$ cat src/design/bci_pkg.sv
// shared types and constants for the instruction-subset core and its file bank
// assumes one 10 MHz clock, synchronous active-high reset, classic wishbone master
package bci_pkg;

  typedef struct packed {
    logic cyc;
    logic stb;
    logic we;
    logic [3:0] sel;
    logic [7:0] adr;
    logic [31:0] dat;
  } bci_wb_req_t;

  typedef struct packed {
    logic ack;
    logic [31:0] dat;
  } bci_wb_rsp_t;

  typedef enum logic [1:0] {
    BCI_IDLE = 2'b00,
    BCI_EXEC = 2'b01,
    BCI_RET2 = 2'b10,
    BCI_SLEEP = 2'b11
  } bci_fsm_t;

  typedef struct packed {
    bci_fsm_t st;
    logic [11:0] ir;
    logic [7:0] w;
    logic [7:0] opt;
    logic [8:0] pc;
    logic [8:0] stack_top_entry;
    logic c;
    logic z;
    logic pd;
    logic to;
    logic wkf;
    logic [7:0] wdt;
    logic [7:0] pre;
    logic ack;
    logic [31:0] dat;
  } bci_state_t;

  typedef struct packed {
    logic [31:0][7:0] mem;
  } bci_bank_t;

  // register byte offsets
  localparam logic [7:0] BCI_OFS_INSTR = 8'h00;
  localparam logic [7:0] BCI_OFS_STATUS = 8'h04;
  localparam logic [7:0] BCI_OFS_WREG = 8'h08;
  localparam logic [7:0] BCI_OFS_OPTION = 8'h0C;
  localparam logic [7:0] BCI_OFS_PC = 8'h10;
  localparam logic [7:0] BCI_OFS_STACK = 8'h14;
  localparam logic [7:0] BCI_OFS_CORE = 8'h18;
  localparam logic [7:0] BCI_OFS_WDT = 8'h1C;
  localparam logic [7:0] BCI_OFS_FILE = 8'h80;

  // status register bit positions
  localparam int BCI_ST_C = 0;
  localparam int BCI_ST_Z = 2;
  localparam int BCI_ST_PD = 3;
  localparam int BCI_ST_TO = 4;
  localparam int BCI_ST_WKF = 7;

  // core register bit positions
  localparam int BCI_CORE_BUSY = 0;
  localparam int BCI_CORE_ASLEEP = 1;
  localparam int BCI_CORE_WAKE = 0;

  // instruction fields and encodings
  localparam int BCI_D_BIT = 5;
  localparam logic [11:0] BCI_MSK_FD = 12'hFC0;
  localparam logic [11:0] BCI_MSK_LIT = 12'hF00;
  localparam logic [11:0] BCI_MSK_ALL = 12'hFFF;
  localparam logic [11:0] BCI_OP_MOVE_FILE = 12'h200;
  localparam logic [11:0] BCI_OP_ROTATE_LEFT = 12'h340;
  localparam logic [11:0] BCI_OP_LOAD_LITERAL = 12'hC00;
  localparam logic [11:0] BCI_OP_RETURN_LITERAL = 12'h800;
  localparam logic [11:0] BCI_OP_IDLE = 12'h000;
  localparam logic [11:0] BCI_OP_LOAD_OPTION = 12'h002;
  localparam logic [11:0] BCI_OP_SLEEP = 12'h003;

  localparam logic [7:0] BCI_WDT_LAST = 8'hFF;
  localparam logic [7:0] BCI_RST_OPT = 8'hFF;
  localparam logic BCI_RST_TO = 1'b1;
  localparam logic BCI_RST_PD = 1'b1;

  localparam bci_state_t BCI_STATE_RST = '{
    st: BCI_IDLE, ir: 12'h000, w: 8'h00, opt: BCI_RST_OPT, pc: 9'h000, stack_top_entry: 9'h000,
    c: 1'b0, z: 1'b0, pd: BCI_RST_PD, to: BCI_RST_TO, wkf: 1'b0,
    wdt: 8'h00, pre: 8'h00, ack: 1'b0, dat: 32'h0000_0000};

endpackage

$ cat src/design/bci_file_bank.sv
// 32 x 8 file register bank with one write port and two read ports
// assumes the writer never drives two sources at once; reads are combinational
module bci_file_bank (
  input wire logic clk_i,
  input wire logic rst_i,
  input wire logic we_i,
  input wire logic [4:0] waddr_i,
  input wire logic [7:0] wdata_i,
  input wire logic [4:0] raddr_a_i,
  input wire logic [4:0] raddr_b_i,
  output logic [7:0] rdata_a_o,
  output logic [7:0] rdata_b_o
);
  import bci_pkg::*;

  bci_bank_t s_r;
  bci_bank_t s_nxt;

  always_comb
  begin
    s_nxt = s_r;
    if (we_i)
    begin
      s_nxt.mem[waddr_i] = wdata_i;
    end
  end

  always_ff @(posedge clk_i)
  begin
    if (rst_i)
    begin
      s_r <= '0;
    end
    else
    begin
      s_r <= s_nxt;
    end
  end

  assign rdata_a_o = s_r.mem[raddr_a_i];
  assign rdata_b_o = s_r.mem[raddr_b_i];

endmodule

$ cat src/design/bci_core.sv
// execution core for a small instruction subset, driven over a wishbone slave
// assumes a classic single-cycle wishbone master and one 10 MHz clock
//
// Decided for this implementation: the Wishbone register port and the register offsets.
module bci_core #(
  parameter int unsigned WDT_PRESCALE = 256
) (
  input wire logic clk_i,
  input wire logic rst_i,
  input bci_pkg::bci_wb_req_t wb_req_i,
  output bci_pkg::bci_wb_rsp_t wb_rsp_o,
  output logic sleeping_o,
  output logic [7:0] option_o
);
  import bci_pkg::*;

  bci_state_t s_r;
  bci_state_t s_nxt;

  logic fb_we;
  logic [4:0] fb_waddr;
  logic [7:0] fb_wdata;
  logic [7:0] fval;
  logic [7:0] bval;
  logic [31:0] rd_data;
  logic req_hit;
  logic bus_wr;
  logic bus_quiet;
  logic [8:0] rot;

  function automatic logic op_is(input logic [11:0] ir, input logic [11:0] msk,
                                 input logic [11:0] op);
    op_is = (ir & msk) == op;
  endfunction

  function automatic logic [31:0] sel_merge(input logic [31:0] old, input logic [31:0] nw,
                                            input logic [3:0] sel);
    logic [31:0] r;
    r = old;
    for (int i = 0; i < 4; i++)
    begin
      if (sel[i])
      begin
        r[i*8 +: 8] = nw[i*8 +: 8];
      end
    end
    sel_merge = r;
  endfunction

  function automatic logic [7:0] pack_status(input bci_state_t s);
    logic [7:0] r;
    r = 8'h00;
    r[BCI_ST_C] = s.c;
    r[BCI_ST_Z] = s.z;
    r[BCI_ST_PD] = s.pd;
    r[BCI_ST_TO] = s.to;
    r[BCI_ST_WKF] = s.wkf;
    pack_status = r;
  endfunction

  logic ex;
  logic is_move;
  logic is_rot;
  logic is_lit;
  logic is_ret;
  logic is_idle;
  logic is_opt;
  logic is_sleep;
  logic dbit;

  assign ex = s_r.st == BCI_EXEC;
  assign is_move = op_is(s_r.ir, BCI_MSK_FD, BCI_OP_MOVE_FILE);
  assign is_rot = op_is(s_r.ir, BCI_MSK_FD, BCI_OP_ROTATE_LEFT);
  assign is_lit = op_is(s_r.ir, BCI_MSK_LIT, BCI_OP_LOAD_LITERAL);
  assign is_ret = op_is(s_r.ir, BCI_MSK_LIT, BCI_OP_RETURN_LITERAL);
  assign is_idle = op_is(s_r.ir, BCI_MSK_ALL, BCI_OP_IDLE);
  assign is_opt = op_is(s_r.ir, BCI_MSK_ALL, BCI_OP_LOAD_OPTION);
  assign is_sleep = op_is(s_r.ir, BCI_MSK_ALL, BCI_OP_SLEEP);
  assign dbit = s_r.ir[BCI_D_BIT];
  assign rot = {fval, s_r.c};

  assign req_hit = wb_req_i.cyc & wb_req_i.stb;
  assign bus_wr = req_hit & wb_req_i.we & s_r.ack;
  assign bus_quiet = (s_r.st == BCI_IDLE) || (s_r.st == BCI_SLEEP);

  bci_file_bank u_bank (
    .clk_i(clk_i),
    .rst_i(rst_i),
    .we_i(fb_we),
    .waddr_i(fb_waddr),
    .wdata_i(fb_wdata),
    .raddr_a_i(s_r.ir[4:0]),
    .raddr_b_i(wb_req_i.adr[6:2]),
    .rdata_a_o(fval),
    .rdata_b_o(bval)
  );

  // read data mux, sampled into the answer register when ack is issued
  always_comb
  begin
    rd_data = 32'h0000_0000;
    if (wb_req_i.adr[7])
    begin
      rd_data = {24'h00_0000, bval};
    end
    else if (wb_req_i.adr == BCI_OFS_INSTR)
    begin
      rd_data = {20'h0_0000, s_r.ir};
    end
    else if (wb_req_i.adr == BCI_OFS_STATUS)
    begin
      rd_data = {24'h00_0000, pack_status(s_r)};
    end
    else if (wb_req_i.adr == BCI_OFS_WREG)
    begin
      rd_data = {24'h00_0000, s_r.w};
    end
    else if (wb_req_i.adr == BCI_OFS_OPTION)
    begin
      rd_data = {24'h00_0000, s_r.opt};
    end
    else if (wb_req_i.adr == BCI_OFS_PC)
    begin
      rd_data = {23'h00_0000, s_r.pc};
    end
    else if (wb_req_i.adr == BCI_OFS_STACK)
    begin
      rd_data = {23'h00_0000, s_r.stack_top_entry};
    end
    else if (wb_req_i.adr == BCI_OFS_CORE)
    begin
      rd_data[BCI_CORE_BUSY] = (s_r.st == BCI_EXEC) || (s_r.st == BCI_RET2);
      rd_data[BCI_CORE_ASLEEP] = s_r.st == BCI_SLEEP;
    end
    else if (wb_req_i.adr == BCI_OFS_WDT)
    begin
      rd_data = {24'h00_0000, s_r.wdt};
    end
  end

  always_comb
  begin
    logic [31:0] wv;
    logic wake;
    wv = 32'h0000_0000;
    wake = 1'b0;
    s_nxt = s_r;
    fb_we = 1'b0;
    fb_waddr = s_r.ir[4:0];
    fb_wdata = 8'h00;

    // bus slave: ack one cycle after the request, dropped the cycle after
    s_nxt.ack = req_hit & ~s_r.ack;
    if (req_hit & ~s_r.ack)
    begin
      s_nxt.dat = rd_data;
    end

    // watchdog: prescaler then counter; overflow clears time-out and wakes
    if (s_r.pre == 8'(WDT_PRESCALE - 1))
    begin
      s_nxt.pre = 8'h00;
      if (s_r.wdt == BCI_WDT_LAST)
      begin
        s_nxt.wdt = 8'h00;
        s_nxt.to = 1'b0;
        wake = 1'b1;
      end
      else
      begin
        s_nxt.wdt = s_r.wdt + 8'h01;
      end
    end
    else
    begin
      s_nxt.pre = s_r.pre + 8'h01;
    end

    // register writes take effect at the edge where ack is sampled
    if (bus_wr)
    begin
      if (wb_req_i.adr[7])
      begin
        if (bus_quiet && wb_req_i.sel[0])
        begin
          fb_we = 1'b1;
          fb_waddr = wb_req_i.adr[6:2];
          fb_wdata = wb_req_i.dat[7:0];
        end
      end
      else if (wb_req_i.adr == BCI_OFS_INSTR)
      begin
        if (s_r.st == BCI_IDLE)
        begin
          wv = sel_merge({20'h0_0000, s_r.ir}, wb_req_i.dat, wb_req_i.sel);
          s_nxt.ir = wv[11:0];
          s_nxt.st = BCI_EXEC;
        end
      end
      else if (wb_req_i.adr == BCI_OFS_STATUS)
      begin
        if (bus_quiet && wb_req_i.sel[0])
        begin
          s_nxt.c = wb_req_i.dat[BCI_ST_C];
          s_nxt.z = wb_req_i.dat[BCI_ST_Z];
          s_nxt.wkf = wb_req_i.dat[BCI_ST_WKF];
        end
      end
      else if (wb_req_i.adr == BCI_OFS_WREG)
      begin
        if (bus_quiet && wb_req_i.sel[0])
        begin
          s_nxt.w = wb_req_i.dat[7:0];
        end
      end
      else if (wb_req_i.adr == BCI_OFS_PC)
      begin
        if (bus_quiet)
        begin
          wv = sel_merge({23'h00_0000, s_r.pc}, wb_req_i.dat, wb_req_i.sel);
          s_nxt.pc = wv[8:0];
        end
      end
      else if (wb_req_i.adr == BCI_OFS_STACK)
      begin
        if (bus_quiet)
        begin
          wv = sel_merge({23'h00_0000, s_r.stack_top_entry}, wb_req_i.dat, wb_req_i.sel);
          s_nxt.stack_top_entry = wv[8:0];
        end
      end
      else if (wb_req_i.adr == BCI_OFS_CORE)
      begin
        if (wb_req_i.sel[0] && wb_req_i.dat[BCI_CORE_WAKE])
        begin
          wake = 1'b1;
        end
      end
    end

    case (s_r.st)
      BCI_IDLE:
      begin
      end
      BCI_EXEC:
      begin
        s_nxt.st = BCI_IDLE;
        s_nxt.pc = s_r.pc + 9'h001;
        if (is_move)
        begin
          s_nxt.z = fval == 8'h00;
          if (dbit)
          begin
            fb_we = 1'b1;
            fb_wdata = fval;
          end
          else
          begin
            s_nxt.w = fval;
          end
        end
        else if (is_rot)
        begin
          s_nxt.c = rot[8];
          if (dbit)
          begin
            fb_we = 1'b1;
            fb_wdata = rot[7:0];
          end
          else
          begin
            s_nxt.w = rot[7:0];
          end
        end
        else if (is_lit)
        begin
          s_nxt.w = s_r.ir[7:0];
        end
        else if (is_ret)
        begin
          s_nxt.w = s_r.ir[7:0];
          s_nxt.st = BCI_RET2;
          s_nxt.pc = s_r.pc;
        end
        else if (is_opt)
        begin
          s_nxt.opt = s_r.w;
        end
        else if (is_sleep)
        begin
          s_nxt.wdt = 8'h00;
          s_nxt.pre = 8'h00;
          s_nxt.to = 1'b1;
          s_nxt.pd = 1'b0;
          s_nxt.st = BCI_SLEEP;
        end
      end
      BCI_RET2:
      begin
        s_nxt.pc = s_r.stack_top_entry;
        s_nxt.st = BCI_IDLE;
      end
      BCI_SLEEP:
      begin
        if (wake)
        begin
          s_nxt.st = BCI_IDLE;
        end
      end
      default:
      begin
        s_nxt.st = BCI_IDLE;
      end
    endcase
  end

  always_ff @(posedge clk_i)
  begin
    if (rst_i)
    begin
      s_r <= BCI_STATE_RST;
    end
    else
    begin
      s_r <= s_nxt;
    end
  end

  assign wb_rsp_o = '{ack: s_r.ack, dat: s_r.dat};
  assign sleeping_o = s_r.st == BCI_SLEEP;
  assign option_o = s_r.opt;
endmodule

$ cat config.mk
export PLATFORM = sky130hd
export DESIGN_NAME = bci_core
export DESIGN_NICKNAME = d
export VERILOG_FILES = /design/src/design/bci_pkg.sv /design/src/design/bci_file_bank.sv /design/src/design/bci_core.sv
export SDC_FILE = /design/constraint.sdc
export NUM_CORES = 1
export LEC_CHECK = 0
export BUFFER_PORTS_ARGS = -buffer_cell sky130_fd_sc_hd__buf_2
export CAP_MARGIN = 5
export CORE_MARGIN = 2
export CORE_UTILIZATION = 60
export DETAILED_ROUTE_END_ITERATION = 8
export PLACE_DENSITY = 0.78
export REMOVE_ABC_BUFFERS = 1
export SLEW_MARGIN = 15
export SYNTH_ARGS = -nofsm -noshare
export SYNTH_HDL_FRONTEND = slang
export SYNTH_SLANG_ARGS = --single-unit
$ cat constraint.sdc
create_clock -name clk_i -period 3.1 [get_ports clk_i]
set_input_delay 0.155 -clock clk_i [delete_from_list [all_inputs] [get_ports clk_i]]
set_output_delay 0.155 -clock clk_i [all_outputs]
set_load 0.005 [all_outputs]
Yosys cells after proc, flatten, opt, wreduce, memory -nomap -nowiden
Cells that the tools add are included.
Word-level totals
  register bits: 358
  latch bits: 0
  bits in writable memories: 0
  memory bits (read-only): 0
  bits of input ports: 49
  output and inout port bits: 42
  word-level logic and storage cells: 233
  memories: 0
Operators by class
  $add $sub $neg: 3
  multipliers: 0
  div/mod/pow operators: 0
  magnitude comparators: 4
  equal/unequal tests: 23
  shifts and indexed selects: 0
  multiplexer cells: 116
  bitwise logic cells: 15
  reduce and logical (&&, ||, !) cells: 22
Operators with widths (number)
  $bwmux W256: 1
  $mux W8: 30
  $mux W32: 7
  $mux W16: 8
  $bmux W8 S5: 2
  $mux W20: 3
  $mux W9: 6
  $mux W17: 3
  $mux W22: 2
  $demux W8 S5: 1
  $mux W18: 2
  $reduce_and A9 Y1: 4
  $eq A8 B5 Y1 const B: 4
  $mux W2: 16
  $mux W30: 1
  $mux W14: 2
  $mux W1: 25
  $eq A12 B2 Y1 const B: 2
  $lt A5 B6 Y1 const B: 3
  $pmux W9 S2: 1
  $add A8 B1 Y8 const B: 2
  $eq A8 B4 Y1 const B: 2
  $eq A8 B8 Y1 const B: 2
  $logic_not A8 Y1: 2
  22 further kinds: 52

Longest topological paths before layout
  depth in word-level cells: 14
  depth in mapped cells: 11
  mapped depth without buffers: 8

By module
From an unflattened synthesis, not the netlist that was laid out.
Second synthesis, totals
  cell total of the unflattened synthesis: 2082
  area, all modules: 19023.2 µm²
Modules (own cells, without submodules)
  bci_file_bank: times used 1, cells each 1425, area an instance 13817.0 µm², sequential area each 5124.9 µm²
  bci_core: times used 1, cells each 657, area an instance 5206.2 µm², sequential area each 1641.6 µm²

Worst setup path before layout
No wires, ideal clock.
  path kind: register to register
  from: register s_r[89] (netlist name)
  to: register u_bank.s_r[14] (netlist name)
  library setup time: 0.137 ns
  data arrival time: 2.682 ns
  required time: 2.963 ns
  path slack: 0.280 ns
  cell stages (with the launch flop): 12
  buffers on the path: 5
  period minus slack after synthesis: 2.820 ns
  path through: dfxtp_1 > buf_6 > buf_6 > buf_6 > clkbuf_1 > mux4_2 > nand2_1 > nand3_1 > and3_4 > a222oi_1 > buf_6 > a211oi_2
On the way
  word-level cells in the longest chain between the ends: 8
  elaborated cells between the ends (all ways): 16
  those cells by class: order compare: 2; mux: 13; reduce/logical: 1
RTL lines
  start, declared: RTL line bci_core.sv:17  | bci_state_t s_r;
  start signal, assigned: RTL line bci_core.sv:325  | s_r <= s_nxt;
  $mux W5: RTL line bci_core.sv:184  | if (bus_quiet && wb_req_i.sel[0])
  $mux W5: RTL line bci_core.sv:182  | if (wb_req_i.adr[7])
  $mux W5: RTL line bci_core.sv:180  | if (bus_wr)
  $lt A5 B6 Y1 (implied by the code) or $ge A5 B1 Y1 (tied branches): RTL line bci_file_bank.sv:24  | s_nxt.mem[waddr_i] = wdata_i;
  $logic_and A1 B1 Y1 (implied by the code): RTL line bci_file_bank.sv:24
  $mux W8 (implied by the code): RTL line bci_file_bank.sv:24
  $demux W8 S5
  $bwmux W256 *: RTL line bci_file_bank.sv:24
  end signal, assigned: RTL line bci_file_bank.sv:36  | s_r <= s_nxt;
  end, declared: RTL line bci_file_bank.sv:16  | bci_bank_t s_r;
Every way passes the cells marked *; elsewhere a longest branch is shown, timed or not. The select of a mux whose other input is x is not followed.
A chain may end at the register's enable or synchronous reset.

Final worst setup path
  from: register s_r[100] (netlist name)
  to: register u_bank.s_r[238] (netlist name)
On the way
  word-level cells in the longest chain between the ends: 11
  elaborated cells between the ends (all ways): 29
  those cells by class: order compare: 2; eq/ne: 2; mux: 21; reduce/logical: 4
RTL lines
  $eq A2 B2 Y1 or $logic_not A2 Y1 (tied branches): RTL line bci_core.sv:84  | assign bus_quiet = (s_r.st == BCI_IDLE) || (s_r.st == BCI_SLEEP);
  $logic_or A1 B1 Y1: RTL line bci_core.sv:84
  $logic_and A1 B1 Y1: RTL line bci_core.sv:184
  $mux W5 or $mux W8 (tied branches): RTL line bci_core.sv:184
  $mux W5 or $mux W8 (tied branches): RTL line bci_core.sv:182
  $mux W5 or $mux W8 (tied branches): RTL line bci_core.sv:180
  $lt A5 B6 Y1 (implied by the code) (tied with other cells): RTL line bci_file_bank.sv:24
  $logic_and A1 B1 Y1 (implied by the code) or $mux W8 (tied branches): RTL line bci_file_bank.sv:24, bci_core.sv:262
  $mux W8, on equally long branches: RTL line bci_file_bank.sv:24, bci_core.sv:249
  $demux W8 S5 or $mux W8 (tied branches)
  $bwmux W256: RTL line bci_file_bank.sv:24
Several ways; a longest one is shown, not always the timed one.

==> impl_results.md <==
- Fraction of layout cells with a size suffix above 1: 24.6%
- Max-slew headroom at the worst pin: approximately 27%
- Peak VDD IR: 0.000390 V
- Distinct cells, synth: 68
- Synth Warn #: 0
- Vias in the first global route: 15095
- RSZ-0062 raised after global routing: true
- TritonCTS clock tree: built
- Min Tclk post-route: 3.08 ns
- Status: finished, final reports clean
- Drt drc: 0
- Setup crit start: s_r[100]
- Cell internal pwr: 7.08 mW
- CP Data Arrival Time: 3.51 ns
- Tot GR Track Use: 33.0%
- Inserted Clock Buffers: 37
- Io pins: 91
- Initial Util: around three fifths
- Setup crit end: u_bank.s_r[238]
- Sw Ratio: between 20% and 30%
- Req. time, crit path: 3.53 ns
- GPL Wtd Cong: 0.927
- Synth Flop Type: dfxtp_1
- Final critical-path share of the clock period: 99.3%
- Worst-Skew Late Latency: 0.53 ns
- DR WL/cell: 24.1 µm
- First-pass GRT wire length: ~85000 µm
- Final setup fails: 0
- Worst r2r dst: u_bank.s_r[238]
- Post-synth EDFFs: 0
- Max Fclk: roughly 330 MHz
- Final WL: between 50000 and 60000 µm
- Syn Std Cell Area: approximately 0.019 mm²
- Vias: between 15000 and 20000
- CP Class: flip-flop to flip-flop
- Largest net degree at the start of global routing: 121
- Layout Nets: 1914
- Layout Skew: 0.0142 ns
- Maxcap violations: 0
- Comb power frac: 4.2%
- P&R area growth vs syn: 12.6%
- Pins Over Slew Limit: 0
- Crit start category: flip-flop
- Worst R2R Setup Slack: 0.02 ns
- CTS Sinks: 338
- Die Y: 180 µm
- H-Tree Depth: 2
- Register area share after synthesis: 36.6%
- Pleak: between 6 and 7 nW
- Synthesis-stage register bit count: 338
- Num rows: 64
- GR Overflow Total: 0
- Post-DRT Antenna Nets: 0
- CTS root buf: clkbuf_16
- DP Wirelength: 36800 µm
- Clock power frac: a little under half
- Most frequent cells in the layout: dfxtp_1, nor2_1, mux4_2
- Net Sw Power: slightly above 2 mW
- Core Region: between 0.03 and 0.04 mm²
- Mapped Cells: 1812
- Final hold slack: approximately 0.075 ns
- DRT iter0 DRCs: between 1500 and 2000
- Cells on worst reg2reg path: 7
- PwrDens: 438 mW/mm²
- Clk slew on worst S/H paths: 0.06 ns
- Initial antenna violation count: 0
- Worst Hold Class: input pin to flip-flop
- Fill cell count: 2267
- Mean post-synth cell area: a little over 10 µm²
- Commonest non-fill, non-tap cell in the layout: dfxtp_1
- Bufs on Longest Clock Path: 3
- Setup crit end kind: flip-flop
- # diodes: 0
- Measured slew at the worst slew-check pin: 1.09 ns
- Fin. Hold Viols: 0
- TritonRoute pass-1 iters: 5
- Sequential power share: 47.7%
- PortBufs: 48
- Reg-to-reg critical path startpoint: s_r[100]
- DR vias/cell: 6.75
- Async SR Flop Fraction: 0%
- Die area: 0.0323 mm²
- Setup tns final: 0 ns
- Chip width: 180 µm
- Crit Path Max Fanout: 10
[what timing repair did]
item / CTS / global route
gates cloned: 0 / 1
setup endpoints to repair: 48 / 105
hold buffers: 12 / 0
gates resized for setup: 1 / 2
endpoints found under the hold margin: 16 / 0
pin swaps: 0 / 1
buffers inserted: 0 / 1
[worst min-delay path by stage]
stage	start	to	slack, ns	depth (start not counted)
4_1_cts	wb_req_i[39]	wb_rsp_o[6]	0.07	3
2_1_floorplan	rst_i	u_bank.s_r[102]	0.22	1
3_3_place_gp	wb_req_i[11]	s_r[99]	0.39	3
5_1_grt	wb_req_i[39]	wb_rsp_o[6]	0.1	3
3_5_place_dp	wb_req_i[10]	s_r[98]	0.41	3
6_report	wb_req_i[39]	wb_rsp_o[6]	0.08	3
[power groups by stage]
stage / Combinational [mW] / Clock, mW / Sequential [mW]
after floorplan: 0.132 / 0 / 4.46
after global placement: 0.363 / 0 / 4.46
after detailed placement: 0.367 / 0 / 4.46
after CTS: 0.380 / 4.42 / 4.36
after global routing: 0.407 / 4.60 / 4.36
final: 0.385 / 4.39 / 4.36
[cells in the mapped netlist (16+ instances only)]
library cell,instances,share of area (%)
a211oi_1,113,4.6
a211oi_2,30,2.0
a21oi_1,30,0.81
a22oi_1,16,0.65
buf_2,42,1.1
buf_4,41,1.7
clkbuf_1,87,1.8
dfxtp_1,338,37
mux2_2,31,1.9
mux2i_1,125,6.8
mux4_2,146,18
nand2_1,76,1.5
nand2b_1,95,3.2
nand3_1,31,0.84
nand3b_1,56,2.3
nor2_1,243,4.9
nor2b_1,19,0.64
nor3_1,25,0.68
o21ai_0,41,1.1
o21ai_1,33,0.89
[worst max-delay path, stage by stage (launching register included)]
cell and delay, ns:
dfxtp_1 0.36, inv_1 0.10, ha_1 0.32, or3_1 0.57, a31oi_1 0.84, nor2_1 0.26
buf_4 0.26, a211oi_1 0.26
[routing by layer]
layer  track usage [%]  vias up  wire [µm]
li1                  -     6778          -
met5                 0        -          0
met1              43.3     7489      21200
met3              7.54      202       5940
met4              14.9        0       2600
met2              52.3      895      25200
[metrics by stage]
step	cells	setup WS (ns)	area [µm²]	power, mW	utilization (%)
after floorplan	1635	-4.02	17600	4.59	-
after global placement	2200	-0.0171	19500	4.82	63.8
after detailed placement	2200	-0.165	19500	4.82	63.8
after CTS	2274	0.0707	20800	9.16	68.2
after global routing	2276	-0.0388	20900	9.37	68.3
final	2276	0.0231	20900	9.13	68.3
[sequential cells by signal, indices dropped and copies added (netlist names)]
name and cells:
wb_rsp_o 13, s_r 59, dbit 1, rot 1, option_o 8, u_bank.s_r 256
[logic make-up (layout without fill, tap and decap cells)]
kind of cell    count (synthesis)  after routing  synth area share [%]
fa+ha+maj                       8              8                 0.541
flops                         338            338                  36.6
other cells                     1             20                0.0203
mux                           304            304                  26.7
xor+xnor                       21             21                 0.993
buf+inv                       205            254                  5.76
compound gates                336            336                  13.3
simple gates                  599            599                  16.2
[area by class of cell]
| cell class | instances | area (µm²) | share of cell area, % |
|---|---|---|---|
| inverters | 9 | 33.8 | 0.162 |
| clock inverters | 13 | 126 | 0.606 |
| clock buffers | 49 | 1060 | 5.10 |
| multi-input cells | 1288 | 10800 | 51.8 |
| flip-flops and latches | 338 | 6780 | 32.5 |
| repair buffers | 183 | 1550 | 7.43 |
| well taps | 396 | 495 | 2.38 |
Note: power is estimated with default switching activity, not from simulation.
